===== config.mk =====
export PLATFORM = sky130hd
export DESIGN_NAME = i2cm_top
export DESIGN_NICKNAME = d
export VERILOG_FILES = /design/src/i2cm_pkg.sv /design/src/i2cm_sync.sv /design/src/i2cm_tick.sv /design/src/i2cm_top.sv
export VERILOG_INCLUDE_DIRS = /design/src /design/src/src
export SDC_FILE = /design/constraint.sdc
export NUM_CORES = 1
export LEC_CHECK = 0
export BUFFER_PORTS_ARGS = -buffer_cell sky130_fd_sc_hd__clkbuf_2
export CAP_MARGIN = 10
export CORE_MARGIN = 2
export CORE_UTILIZATION = 58
export DETAILED_ROUTE_END_ITERATION = 16
export PLACE_DENSITY = 0.8
export SETUP_SLACK_MARGIN = 0.2
export SLEW_MARGIN = 20
export SYNTH_ARGS = -nofsm -noshare
export SYNTH_HDL_FRONTEND = slang
export SYNTH_HIERARCHICAL = 1
export SYNTH_SLANG_ARGS = --single-unit
export TNS_END_PERCENT = 5

===== constraint.sdc =====
create_clock -name clk_sys -period 3.6 [get_ports clk_sys]
set_clock_uncertainty 0.1 [all_clocks]
set_input_delay 0.72 -clock clk_sys [delete_from_list [all_inputs] [get_ports clk_sys]]
set_output_delay 0.72 -clock clk_sys [all_outputs]
set_load 0.03 [all_outputs]

===== src/i2cm_regs.svh =====
// register offsets, field positions, reset values and timing counts of the two-wire master
`ifndef I2CM_REGS_SVH
`define I2CM_REGS_SVH

`define I2CM_STAT_OFS 12'h100
`define I2CM_IEN_OFS 12'h104
`define I2CM_CTL_OFS 12'h110

`define I2CM_DONE_BIT 8
`define I2CM_ACK_RCVD_BIT 25
`define I2CM_HW_SEQ_BIT 7
`define I2CM_RATE_BIT 6
`define I2CM_NO_STOP_BIT 5
`define I2CM_NO_START_BIT 4
`define I2CM_STRETCH_BIT 3
`define I2CM_COUNT_ACK_BIT 2
`define I2CM_SCL_OVR_BIT 1
`define I2CM_SDA_OVR_BIT 0

`define I2CM_CTL_RST 8'h03
`define I2CM_IEN_RST 24'h000000

// core clock and serial rates, rates in units of 0.1 Hz
`define I2CM_CLK_HZ 125000000
`define I2CM_RATE_SLOW_HZX10 992000
`define I2CM_RATE_FAST_HZX10 3968000
// quarter bit period in core cycles, rounded up so the line never runs too fast
`define I2CM_QTR_SLOW ((`I2CM_CLK_HZ * 10 + 4 * `I2CM_RATE_SLOW_HZX10 - 1) / (4 * `I2CM_RATE_SLOW_HZX10))
`define I2CM_QTR_FAST ((`I2CM_CLK_HZ * 10 + 4 * `I2CM_RATE_FAST_HZX10 - 1) / (4 * `I2CM_RATE_FAST_HZX10))

`endif


===== src/i2cm_pkg.sv =====
// types of the two-wire master: sequencer states and state records
package i2cm_pkg;

  typedef enum logic [1:0] {st_idle, st_start, st_bit, st_stop} i2cm_state_e;

  typedef struct packed {
    i2cm_state_e st;
    logic [1:0] q;
    logic [3:0] bitn;
    logic [1:0] byten;
    logic [1:0] nbytes;
    logic rd;
    logic [7:0] sh;
    logic ack_ok;
    logic [7:0] db0;
    logic [7:0] db1;
    logic [7:0] db2;
    logic [7:0] ctl;
    logic [23:0] mask;
    logic done;
    logic ack_rcvd;
    logic rw_saved;
    logic scl_lo;
    logic sda_lo;
    logic inta;
    logic [31:0] rdata;
  } i2cm_core_s;

  typedef struct packed {
    logic [1:0] s1;
    logic [1:0] s2;
    logic [1:0] s3;
    logic [1:0] out;
  } i2cm_sync_s;

  typedef struct packed {
    logic [8:0] cnt;
  } i2cm_tick_s;

endpackage


===== src/i2cm_sync.sv =====
// three-stage synchroniser for the two line inputs
`timescale 1ns/100ps
`default_nettype none
module i2cm_sync (
  input wire logic clk_sys,
  input wire logic rstn,
  input wire logic ce,
  input wire logic [1:0] din,
  output logic [1:0] dout
);
  i2cm_pkg::i2cm_sync_s s_q;
  i2cm_pkg::i2cm_sync_s s_d;

  always_comb
  begin
    s_d = s_q;
    s_d.s1 = din;
    s_d.s2 = s_q.s1;
    s_d.s3 = s_q.s2;
    // a level is taken only once stages two and three agree
    s_d.out = ((s_q.s2 ~^ s_q.s3) & s_q.s3) | ((s_q.s2 ^ s_q.s3) & s_q.out);
  end

  always_ff @(posedge clk_sys)
  begin
    if (!rstn)
      s_q <= '{s1: 2'h3, s2: 2'h3, s3: 2'h3, out: 2'h3};
    else if (ce)
      s_q <= s_d;
  end

  assign dout = s_q.out;
endmodule
`default_nettype wire


===== src/i2cm_tick.sv =====
// quarter bit timer with rate select and stall for clock stretching
`timescale 1ns/100ps
`default_nettype none
`include "i2cm_regs.svh"
module i2cm_tick (
  input wire logic clk_sys,
  input wire logic rstn,
  input wire logic ce,
  input wire logic run,
  input wire logic stall,
  input wire logic fast,
  output logic tick
);
  i2cm_pkg::i2cm_tick_s s_q;
  i2cm_pkg::i2cm_tick_s s_d;
  logic [8:0] lim;

  assign lim = fast ? 9'(`I2CM_QTR_FAST) : 9'(`I2CM_QTR_SLOW);
  assign tick = run && !stall && (s_q.cnt == lim - 9'h001);

  always_comb
  begin
    s_d = s_q;
    if (!run || tick)
      s_d.cnt = 9'h000;
    else if (!stall)
      s_d.cnt = s_q.cnt + 9'h001;
  end

  always_ff @(posedge clk_sys)
  begin
    if (!rstn)
      s_q <= '{cnt: 9'h000};
    else if (ce)
      s_q <= s_d;
  end
endmodule
`default_nettype wire


===== src/i2cm_top.sv =====
// two-wire master with hardware sequencer, bit-bang override and interrupt enable mask
`timescale 1ns/100ps
`default_nettype none
`include "i2cm_regs.svh"
module i2cm_top (
  input wire logic clk_sys,
  input wire logic rstn,
  input wire logic ce,
  input wire logic [11:0] reg_addr,
  input wire logic [3:0] reg_be,
  input wire logic reg_wr,
  input wire logic [31:0] reg_wdata,
  input wire logic reg_rd,
  output logic [31:0] reg_rdata,
  output logic inta_o,
  input wire logic scl_i,
  output logic scl_o,
  output logic scl_oe,
  input wire logic sda_i,
  output logic sda_oe,
  output logic sda_o
);
  localparam i2cm_pkg::i2cm_core_s CORE_RST = '{
    st: i2cm_pkg::st_idle,
    ctl: `I2CM_CTL_RST,
    mask: `I2CM_IEN_RST,
    default: '0
  };

  i2cm_pkg::i2cm_core_s s_q;
  i2cm_pkg::i2cm_core_s s_d;
  logic [1:0] pins;
  logic scl_in;
  logic sda_in;
  logic tick;
  logic stall;
  logic wr_ctl;
  logic wr_ien;
  logic wr_stat;
  logic go;
  logic done_set;
  logic [7:0] nb0;
  logic [7:0] nctl;
  logic ack_drive;
  logic [23:0] stat_now;

  i2cm_sync u_sync (
    .clk_sys(clk_sys),
    .rstn(rstn),
    .ce(ce),
    .din({scl_i, sda_i}),
    .dout(pins)
  );

  assign scl_in = pins[1];
  assign sda_in = pins[0];

  // a released clock that still reads low is the slave stretching it
  assign stall = s_q.ctl[`I2CM_STRETCH_BIT] && !s_q.scl_lo && !scl_in
    && s_q.st != i2cm_pkg::st_idle;

  i2cm_tick u_tick (
    .clk_sys(clk_sys),
    .rstn(rstn),
    .ce(ce),
    .run(s_q.st != i2cm_pkg::st_idle),
    .stall(stall),
    .fast(s_q.ctl[`I2CM_RATE_BIT]),
    .tick(tick)
  );

  assign wr_ctl = reg_wr && reg_addr == `I2CM_CTL_OFS;
  assign wr_ien = reg_wr && reg_addr == `I2CM_IEN_OFS;
  assign wr_stat = reg_wr && reg_addr == `I2CM_STAT_OFS;
  assign nb0 = reg_be[3] ? reg_wdata[31:24] : s_q.db0;
  assign nctl = reg_be[0] ? reg_wdata[7:0] : s_q.ctl;
  // start only from idle; a write while busy just updates the fields
  assign go = wr_ctl && reg_be[0] && reg_wdata[`I2CM_HW_SEQ_BIT]
    && s_q.st == i2cm_pkg::st_idle;
  // master ACK only on a single-byte read without START and byte-count 1
  assign ack_drive = s_q.ctl[`I2CM_NO_START_BIT] && s_q.ctl[`I2CM_COUNT_ACK_BIT];

  always_comb
  begin
    s_d = s_q;
    done_set = 1'b0;
    // register writes, byte lane by byte lane
    if (wr_ien)
    begin
      if (reg_be[0])
        s_d.mask[7:0] = reg_wdata[7:0];
      if (reg_be[1])
        s_d.mask[15:8] = reg_wdata[15:8];
      if (reg_be[2])
        s_d.mask[23:16] = reg_wdata[23:16];
    end
    if (wr_stat && reg_be[1] && reg_wdata[`I2CM_DONE_BIT])
      s_d.done = 1'b0;
    if (wr_ctl)
    begin
      s_d.db0 = nb0;
      if (reg_be[2])
        s_d.db1 = reg_wdata[23:16];
      if (reg_be[1])
        s_d.db2 = reg_wdata[15:8];
      s_d.ctl = nctl;
    end
    if (go)
    begin
      s_d.q = 2'h0;
      s_d.bitn = 4'h0;
      s_d.byten = 2'h0;
      s_d.ack_ok = 1'b1;
      if (!nctl[`I2CM_NO_START_BIT])
      begin
        s_d.st = i2cm_pkg::st_start;
        s_d.rw_saved = nb0[0];
        // a read is the address byte then one received byte
        if (nb0[0])
          s_d.nbytes = 2'h2;
        else
          s_d.nbytes = nctl[`I2CM_COUNT_ACK_BIT] ? 2'h3 : 2'h2;
      end
      else
      begin
        s_d.st = i2cm_pkg::st_bit;
        s_d.nbytes = 2'h1;
        s_d.rd = s_q.rw_saved;
        s_d.sh = nb0;
      end
    end
    else if (tick)
    begin
      s_d.q = s_q.q + 2'h1;
      case (s_q.st)
        i2cm_pkg::st_start:
        begin
          case (s_q.q)
            2'h0: s_d.sda_lo = 1'b0;
            2'h1: s_d.scl_lo = 1'b0;
            2'h2: s_d.sda_lo = 1'b1;
            default:
            begin
              s_d.scl_lo = 1'b1;
              s_d.st = i2cm_pkg::st_bit;
              s_d.rd = 1'b0;
              s_d.sh = s_q.db0;
            end
          endcase
        end
        i2cm_pkg::st_bit:
        begin
          case (s_q.q)
            2'h0:
            begin
              if (s_q.bitn == 4'h8)
                s_d.sda_lo = s_q.rd && ack_drive;
              else
                s_d.sda_lo = !s_q.rd && !s_q.sh[7];
            end
            2'h1: s_d.scl_lo = 1'b0;
            2'h2:
            begin
              if (s_q.bitn != 4'h8)
                s_d.sh = {s_q.sh[6:0], sda_in};
              else if (!s_q.rd && sda_in)
                s_d.ack_ok = 1'b0;
            end
            default:
            begin
              s_d.scl_lo = 1'b1;
              if (s_q.bitn != 4'h8)
                s_d.bitn = s_q.bitn + 4'h1;
              else
              begin
                s_d.bitn = 4'h0;
                if (!s_q.ack_ok || s_q.byten + 2'h1 == s_q.nbytes)
                begin
                  if (s_q.rd)
                    s_d.db2 = s_q.sh;
                  s_d.sda_lo = 1'b0;
                  if (s_q.ctl[`I2CM_NO_STOP_BIT])
                  begin
                    // clock stays pulled low until the next transaction
                    s_d.st = i2cm_pkg::st_idle;
                    done_set = 1'b1;
                  end
                  else
                    s_d.st = i2cm_pkg::st_stop;
                end
                else
                begin
                  s_d.byten = s_q.byten + 2'h1;
                  s_d.rd = s_q.rw_saved;
                  s_d.sh = (s_q.byten == 2'h0) ? s_q.db1 : s_q.db2;
                end
              end
            end
          endcase
        end
        i2cm_pkg::st_stop:
        begin
          case (s_q.q)
            2'h0: s_d.sda_lo = 1'b1;
            2'h1: s_d.scl_lo = 1'b0;
            2'h2: s_d.sda_lo = 1'b0;
            default:
            begin
              s_d.st = i2cm_pkg::st_idle;
              done_set = 1'b1;
            end
          endcase
        end
        default: s_d.q = 2'h0;
      endcase
    end
    // the set comes after the clear so a finish in the clearing cycle is kept
    if (done_set)
    begin
      s_d.done = 1'b1;
      s_d.ack_rcvd = s_q.ack_ok;
    end
    // only the done bit feeds the interrupt; the ack received bit at 25 lies outside the 24-bit mask
    s_d.inta = |({15'h0000, s_d.done, 8'h00} & s_d.mask);
    if (reg_rd)
    begin
      case (reg_addr)
        `I2CM_STAT_OFS: s_d.rdata = {6'h00, s_q.ack_rcvd, 16'h0000, s_q.done, 8'h00};
        `I2CM_IEN_OFS: s_d.rdata = {8'h00, s_q.mask};
        `I2CM_CTL_OFS: s_d.rdata = {s_q.db0, s_q.db1, s_q.db2, s_q.ctl[7:2], scl_in, sda_in};
        default: s_d.rdata = 32'h00000000;
      endcase
    end
  end

  assign stat_now = {15'h0000, s_q.done, 8'h00};

  always_ff @(posedge clk_sys)
  begin
    if (!rstn)
      s_q <= CORE_RST;
    else if (ce)
      s_q <= s_d;
  end

  // open drain: the sequencer only drives the lines in hardware mode
  assign scl_o = 1'b0;
  assign sda_o = 1'b0;
  assign scl_oe = !s_q.ctl[`I2CM_SCL_OVR_BIT]
    || (s_q.ctl[`I2CM_HW_SEQ_BIT] && s_q.scl_lo);
  assign sda_oe = !s_q.ctl[`I2CM_SDA_OVR_BIT]
    || (s_q.ctl[`I2CM_HW_SEQ_BIT] && s_q.sda_lo);
  assign inta_o = s_q.inta;
  assign reg_rdata = s_q.rdata;
endmodule
`default_nettype wire


==> out/qor_table.md <==
| Stage | Result | Reported |
| --- | --- | --- |
| setup path | Startpoint Class | flop |
| setup path | Endpoint of the worst register-to-register path | s_q[73] |
| setup path | Reg2reg path depth | 10 |
| detailed routing | Top Layer Used | met4 |
| detailed routing | Number of detailed-routing iterations run before antenna repair | 8 |
| detailed routing | Initial DRC count | 647 |
| synthesis | Combinational family with the most area after synthesis | simple AND/OR/NAND/NOR gates |
| sta | Worst Slack Setup Final | 0.436 ns |
| pwr | Power density of the placed cells | 451 nW/um^2 |
| floorplanning | Initial cell density of the core | 59.9% |
| final layout | Total Nets Final | 924 |
| setup path | Required time reported for the critical path endpoint | 3.82 ns |
| detailed routing | Via count | 6203 |
| floorplanning | Number of standard-cell rows in the floorplan | 39 |
| final layout | Final standard cell utilization of the core | 68.1% |
| cts | CTS H-Tree Depth | 4 |
| synthesis | Main flop type after synthesis | sky130_fd_sc_hd__dfxtp_1 |
| final layout | Fraction of final layout cells sized beyond drive strength 1 | 19.0% |
| synthesis | Number of different library cells in the post-synthesis netlist | 71 |
| sta | Setup repair after global routing missed its margin | no |
| floorplanning | Width of the chip | 113 um |
| setup path | Most repeated library cell on the critical path | sky130_fd_sc_hd__and3_1 |
| synthesis | Area share of fa/ha/maj cells after synthesis | 2.73% |
| global routing | Total track usage | 29.4% |
| hold path | Hold/Removal Path Class | flop to flop |
| synthesis | Complex-gate fraction of the synthesized area | 18.0% |
| pwr | Total power consumption of the routed design | 3520 uW |
| setup path | Crit. End Element | flop |
| global routing | Overall overflow remaining after global route | 0 |
| sta | Final count of negative-setup-slack endpoints | 0 |
| setup path | Worst path buffer plus inverter count | 2 |
| sta | Maximum operating frequency | 316 MHz |
| synthesis | Yosys warnings | 6 |
| detailed routing | Final antenna-violating net count | 0 |
| synthesis | Cell area after synthesis | 6870 sq um |
| hold path | Endpoint with the worst hold slack | reg_rdata[17] |
| place | Final weighted congestion of routability-driven global placement | 0.914 |
| final layout | Diode insertion count for antenna repair | 0 |
| cts | CTS Buffer Depth | 2 |
| sta | Slew at the pin closest to its max-slew limit | 0.748 ns |
| setup path | Largest fanout of any net on the critical path | 11 |
| synthesis | Number of storage elements in the synthesis netlist | 133 |
| detailed routing | Total length of routed met2 wires | 8930 um |
| synthesis | Post-synth EDFFs | 0 |
| global routing | Number of global-route vias before repair | 5925 |
| setup path | Critical-path top delay cell | sky130_fd_sc_hd__a2111oi_4 |
| setup path | Stages on the worst setup path | 10 |
| detailed routing | Met3 routed WL | 1150 um |
| synthesis | FFs w/ async S/R, synth | 0% |
| synthesis | Simple-Gate Fraction of Synth Area | 22.5% |
| setup path | Stage delay of the slowest cell on the critical path | 0.50 ns |
| synthesis | Share of synthesized area spent on multiplexers | 8.67% |
| global routing | Global-route wire length before repair | 29600 um |
| sta | Max-Slew Margin vs Limit | 50.1% |
| setup path | CP arrival | 3.38 ns |
| sta | Count of endpoints failing hold in the final timing report | 0 |
| cts | TritonCTS clock tree | yes |
| setup path | Startpoint of the lowest-slack register-to-register path | s_q[114] |
| place | Number of input and output port buffers inserted | 89 |
| cts | Root buffer selected by CTS | sky130_fd_sc_hd__clkbuf_16 |
| pwr | Peak ir drop on the vdd network | 0.396 mV |
| cts | Worst-Skew Late Latency | 0.43 ns |
| synthesis | Synthesized area divided by synthesized cell count | 8.42 sq um |
| global routing | Pin count of the biggest net entering global routing | 51 |
| sta | Final number of max-transition violations | 0 |
| detailed routing | Number of remaining DRC errors | 0 |
| cts | CTS Sinks | 133 |
| place | Detailed Place HPWL | 13000 um |
| place | Minimum setup slack after placement | 0.402 ns |
| sta | Sum of negative setup slack | 0 ns |
| cts | Clock buffers created by TritonCTS | 17 |
| floorplanning | Count of pins on the block boundary | 92 |
| run status | Run status | finished clean |
| synthesis | Post-synthesis cell count | 816 |
| synthesis | Xor/xnor share of the synthesized area | 1.27% |
| final layout | Post-synthesis to final-layout area growth | 13.5% |
| setup path | Reg-to-reg setup timing slack | 0.44 ns |
| floorplanning | Chip height | 113 um |
| setup path | Setup CP Type | flop to flop |
| hold path | Worst Hold Path Cells | 2 |
| floorplanning | Core Region | 11500 sq um |
| sta | Fin crit share | 87.9% |
| floorplanning | Die Outline Area | 12700 sq um |
| detailed routing | Routed wire length | 18300 um |
| detailed routing | Final routed wire length divided by cell count | 18.1 um |
| setup path | Ordered list of cells on the worst path | inv_1, ha_1, inv_1, nand3_1, a2111oi_4, and3_1, and3_1, o311ai_2, and3_1, a211o_1 |
| cts | Worst-path clk slew | 0.06 ns |
| job | Max-Cap Viols | 0 |
| hold path | Startpoint of the tightest hold check path | reg_rdata[17] |
| global routing | Initial antenna violation count | 0 |
| detailed routing | Detail-routed via count per cell | 6.14 |
| detailed routing | Length of routed wiring on met1 | 7720 um |
| synthesis | Sequential cell area fraction in the yosys report | 38.7% |
| sta | Final critical delay including setup and external delays | 3.16 ns |
| pwr | Reported leakage power | 0.00304 uW |
| setup path | Top delay family on crit path | simple AND/OR/NAND/NOR gates |
==> how the worst max path moves through the flow <==
stage,slack [ns],endpoint,start
after floorplan,0.59,s_q[70],s_q[114]
after CTS,0.41,s_q[77],s_q[114]
after detailed placement,0.40,s_q[111],reg_addr[1]
after global routing,0.25,s_q[77],s_q[114]
final,0.44,s_q[73],s_q[114]
after global placement,0.44,s_q[93],reg_addr[1]
==> what timing repair did <==
action                     CTS  global route
gates resized for setup      0             1
setup endpoints to repair    0             1
setup buffers                0             0
hold buffers                 0             0
==> flip-flops by register name, summed over array words and instances, names as in the netlist <==
signal / cells
s_q: 83
reg_rdata: 32
u_tick/s_q: 9
u_sync/s_d: 4
u_sync/dout: 2
u_sync/s_q: 2
inta_o: 1
==> where the power goes <==
part / internal (uW) / switching [uW] / total, uW
clock network: 1230 / 660 / 1890
logic: 48.7 / 97.2 / 146
registers: 1480 / 5.44 / 1480
total: 2760 / 762 / 3520
==> cells by family (layout without fill, tap and decap cells) <==
logic type	Yosys count	count (layout)
adders and majority gates	15	15
buffers and inverters	105	155
and+or+nand+nor	310	310
xor gates and xnor gates	10	10
other	1	2
muxes	58	58
DFF	133	133
AOI/OAI and AO/OA	184	184
==> routing by layer <==
metal / vias up / GRT usage [%]
met4: 0 / 12.4
met2: 259 / 48.2
met1: 2924 / 36.6
met5: - / 0
met3: 57 / 7.87
li1: 2963 / -
==> synth_stat cells (all sizes together) (2+ instances only) <==
master	instances	area [sq um]
mux2i	46	460
a22oi	26	195
inv	14	52.6
nor2b	3	18.8
a211oi	10	80.1
nand2	109	409
or3	4	25.0
a31oi	2	12.5
a211o	9	78.8
nand4b	4	35.0
dfxtp	133	2660
o31ai	4	30.0
or4b	2	20.0
o21ai	55	275
nand4	13	81.3
or4	5	37.5
a2111oi	2	36.3
mux2	12	135
o2bb2ai	8	70.1
a221o	2	20.0
a21boi	2	18.8
o2111ai	4	35.0
nand2b	18	118
nand3	40	200
a21oi	37	185
nor3	8	40.0
buf	50	345
nor4b	3	26.3
nor4	7	80.1
a2bb2oi	2	23.8
a31o	3	26.3
nor2	64	240
and3	18	113
clkbuf	40	150
ha	15	188
xnor2	3	26.3
o211ai	8	60.1
xor2	7	61.3
and2	4	25.0
==> metrics by stage <==
step,instance area (sq um),cells,hold WS (ns)
floorplan,6880,817,0.326
global placement,7160,978,0.333
detailed placement,7160,978,0.344
CTS,7790,1010,0.357
global route,7800,1010,0.374
finish,7800,1010,0.349
==> worst register-to-register path, stage by stage, from the launching register on <==
cell and delay (ns):
sky130_fd_sc_hd__dfxtp_1 0.40, sky130_fd_sc_hd__inv_1 0.11, sky130_fd_sc_hd__ha_1 0.27, sky130_fd_sc_hd__inv_1 0.14, sky130_fd_sc_hd__nand3_1 0.15, sky130_fd_sc_hd__a2111oi_4 0.50, sky130_fd_sc_hd__and3_1 0.40, sky130_fd_sc_hd__and3_1 0.22
sky130_fd_sc_hd__o311ai_2 0.23, sky130_fd_sc_hd__and3_1 0.26, sky130_fd_sc_hd__a211o_1 0.26
==> layout by cell type (no fill, tap or decap), types with 5 or more instances in the layout <==
master	count
sky130_fd_sc_hd__bufinv_16	5
sky130_fd_sc_hd__clkbuf_16	17
sky130_fd_sc_hd__o2bb2ai_1	8
sky130_fd_sc_hd__o21ai_1	14
sky130_fd_sc_hd__a22oi_1	26
sky130_fd_sc_hd__a211oi_1	9
sky130_fd_sc_hd__a21oi_1	37
sky130_fd_sc_hd__xor2_1	7
sky130_fd_sc_hd__and3_1	18
sky130_fd_sc_hd__inv_1	14
sky130_fd_sc_hd__clkbuf_2	89
sky130_fd_sc_hd__ha_1	15
sky130_fd_sc_hd__buf_4	19
sky130_fd_sc_hd__a211o_1	9
sky130_fd_sc_hd__nand4_1	13
sky130_fd_sc_hd__o21ai_0	41
sky130_fd_sc_hd__mux2i_1	46
sky130_fd_sc_hd__mux2_2	12
sky130_fd_sc_hd__nor3_1	8
sky130_fd_sc_hd__or4_1	5
sky130_fd_sc_hd__nand3_1	40
sky130_fd_sc_hd__nand2_1	109
sky130_fd_sc_hd__dfxtp_1	133
sky130_fd_sc_hd__nor2_1	64
sky130_fd_sc_hd__o211ai_1	8
sky130_fd_sc_hd__nand2b_1	16
==> cell type report <==
cell class | instances | area, sq um
sequential | 133 | 2660
clock inverter | 12 | 201
inverter | 15 | 56.3
tap | 143 | 179
multi-input combinational | 579 | 3680
timing repair buffer | 108 | 588
fill | 932 | 3660
clock buffer | 20 | 437
(Power assumes the default switching activity.)
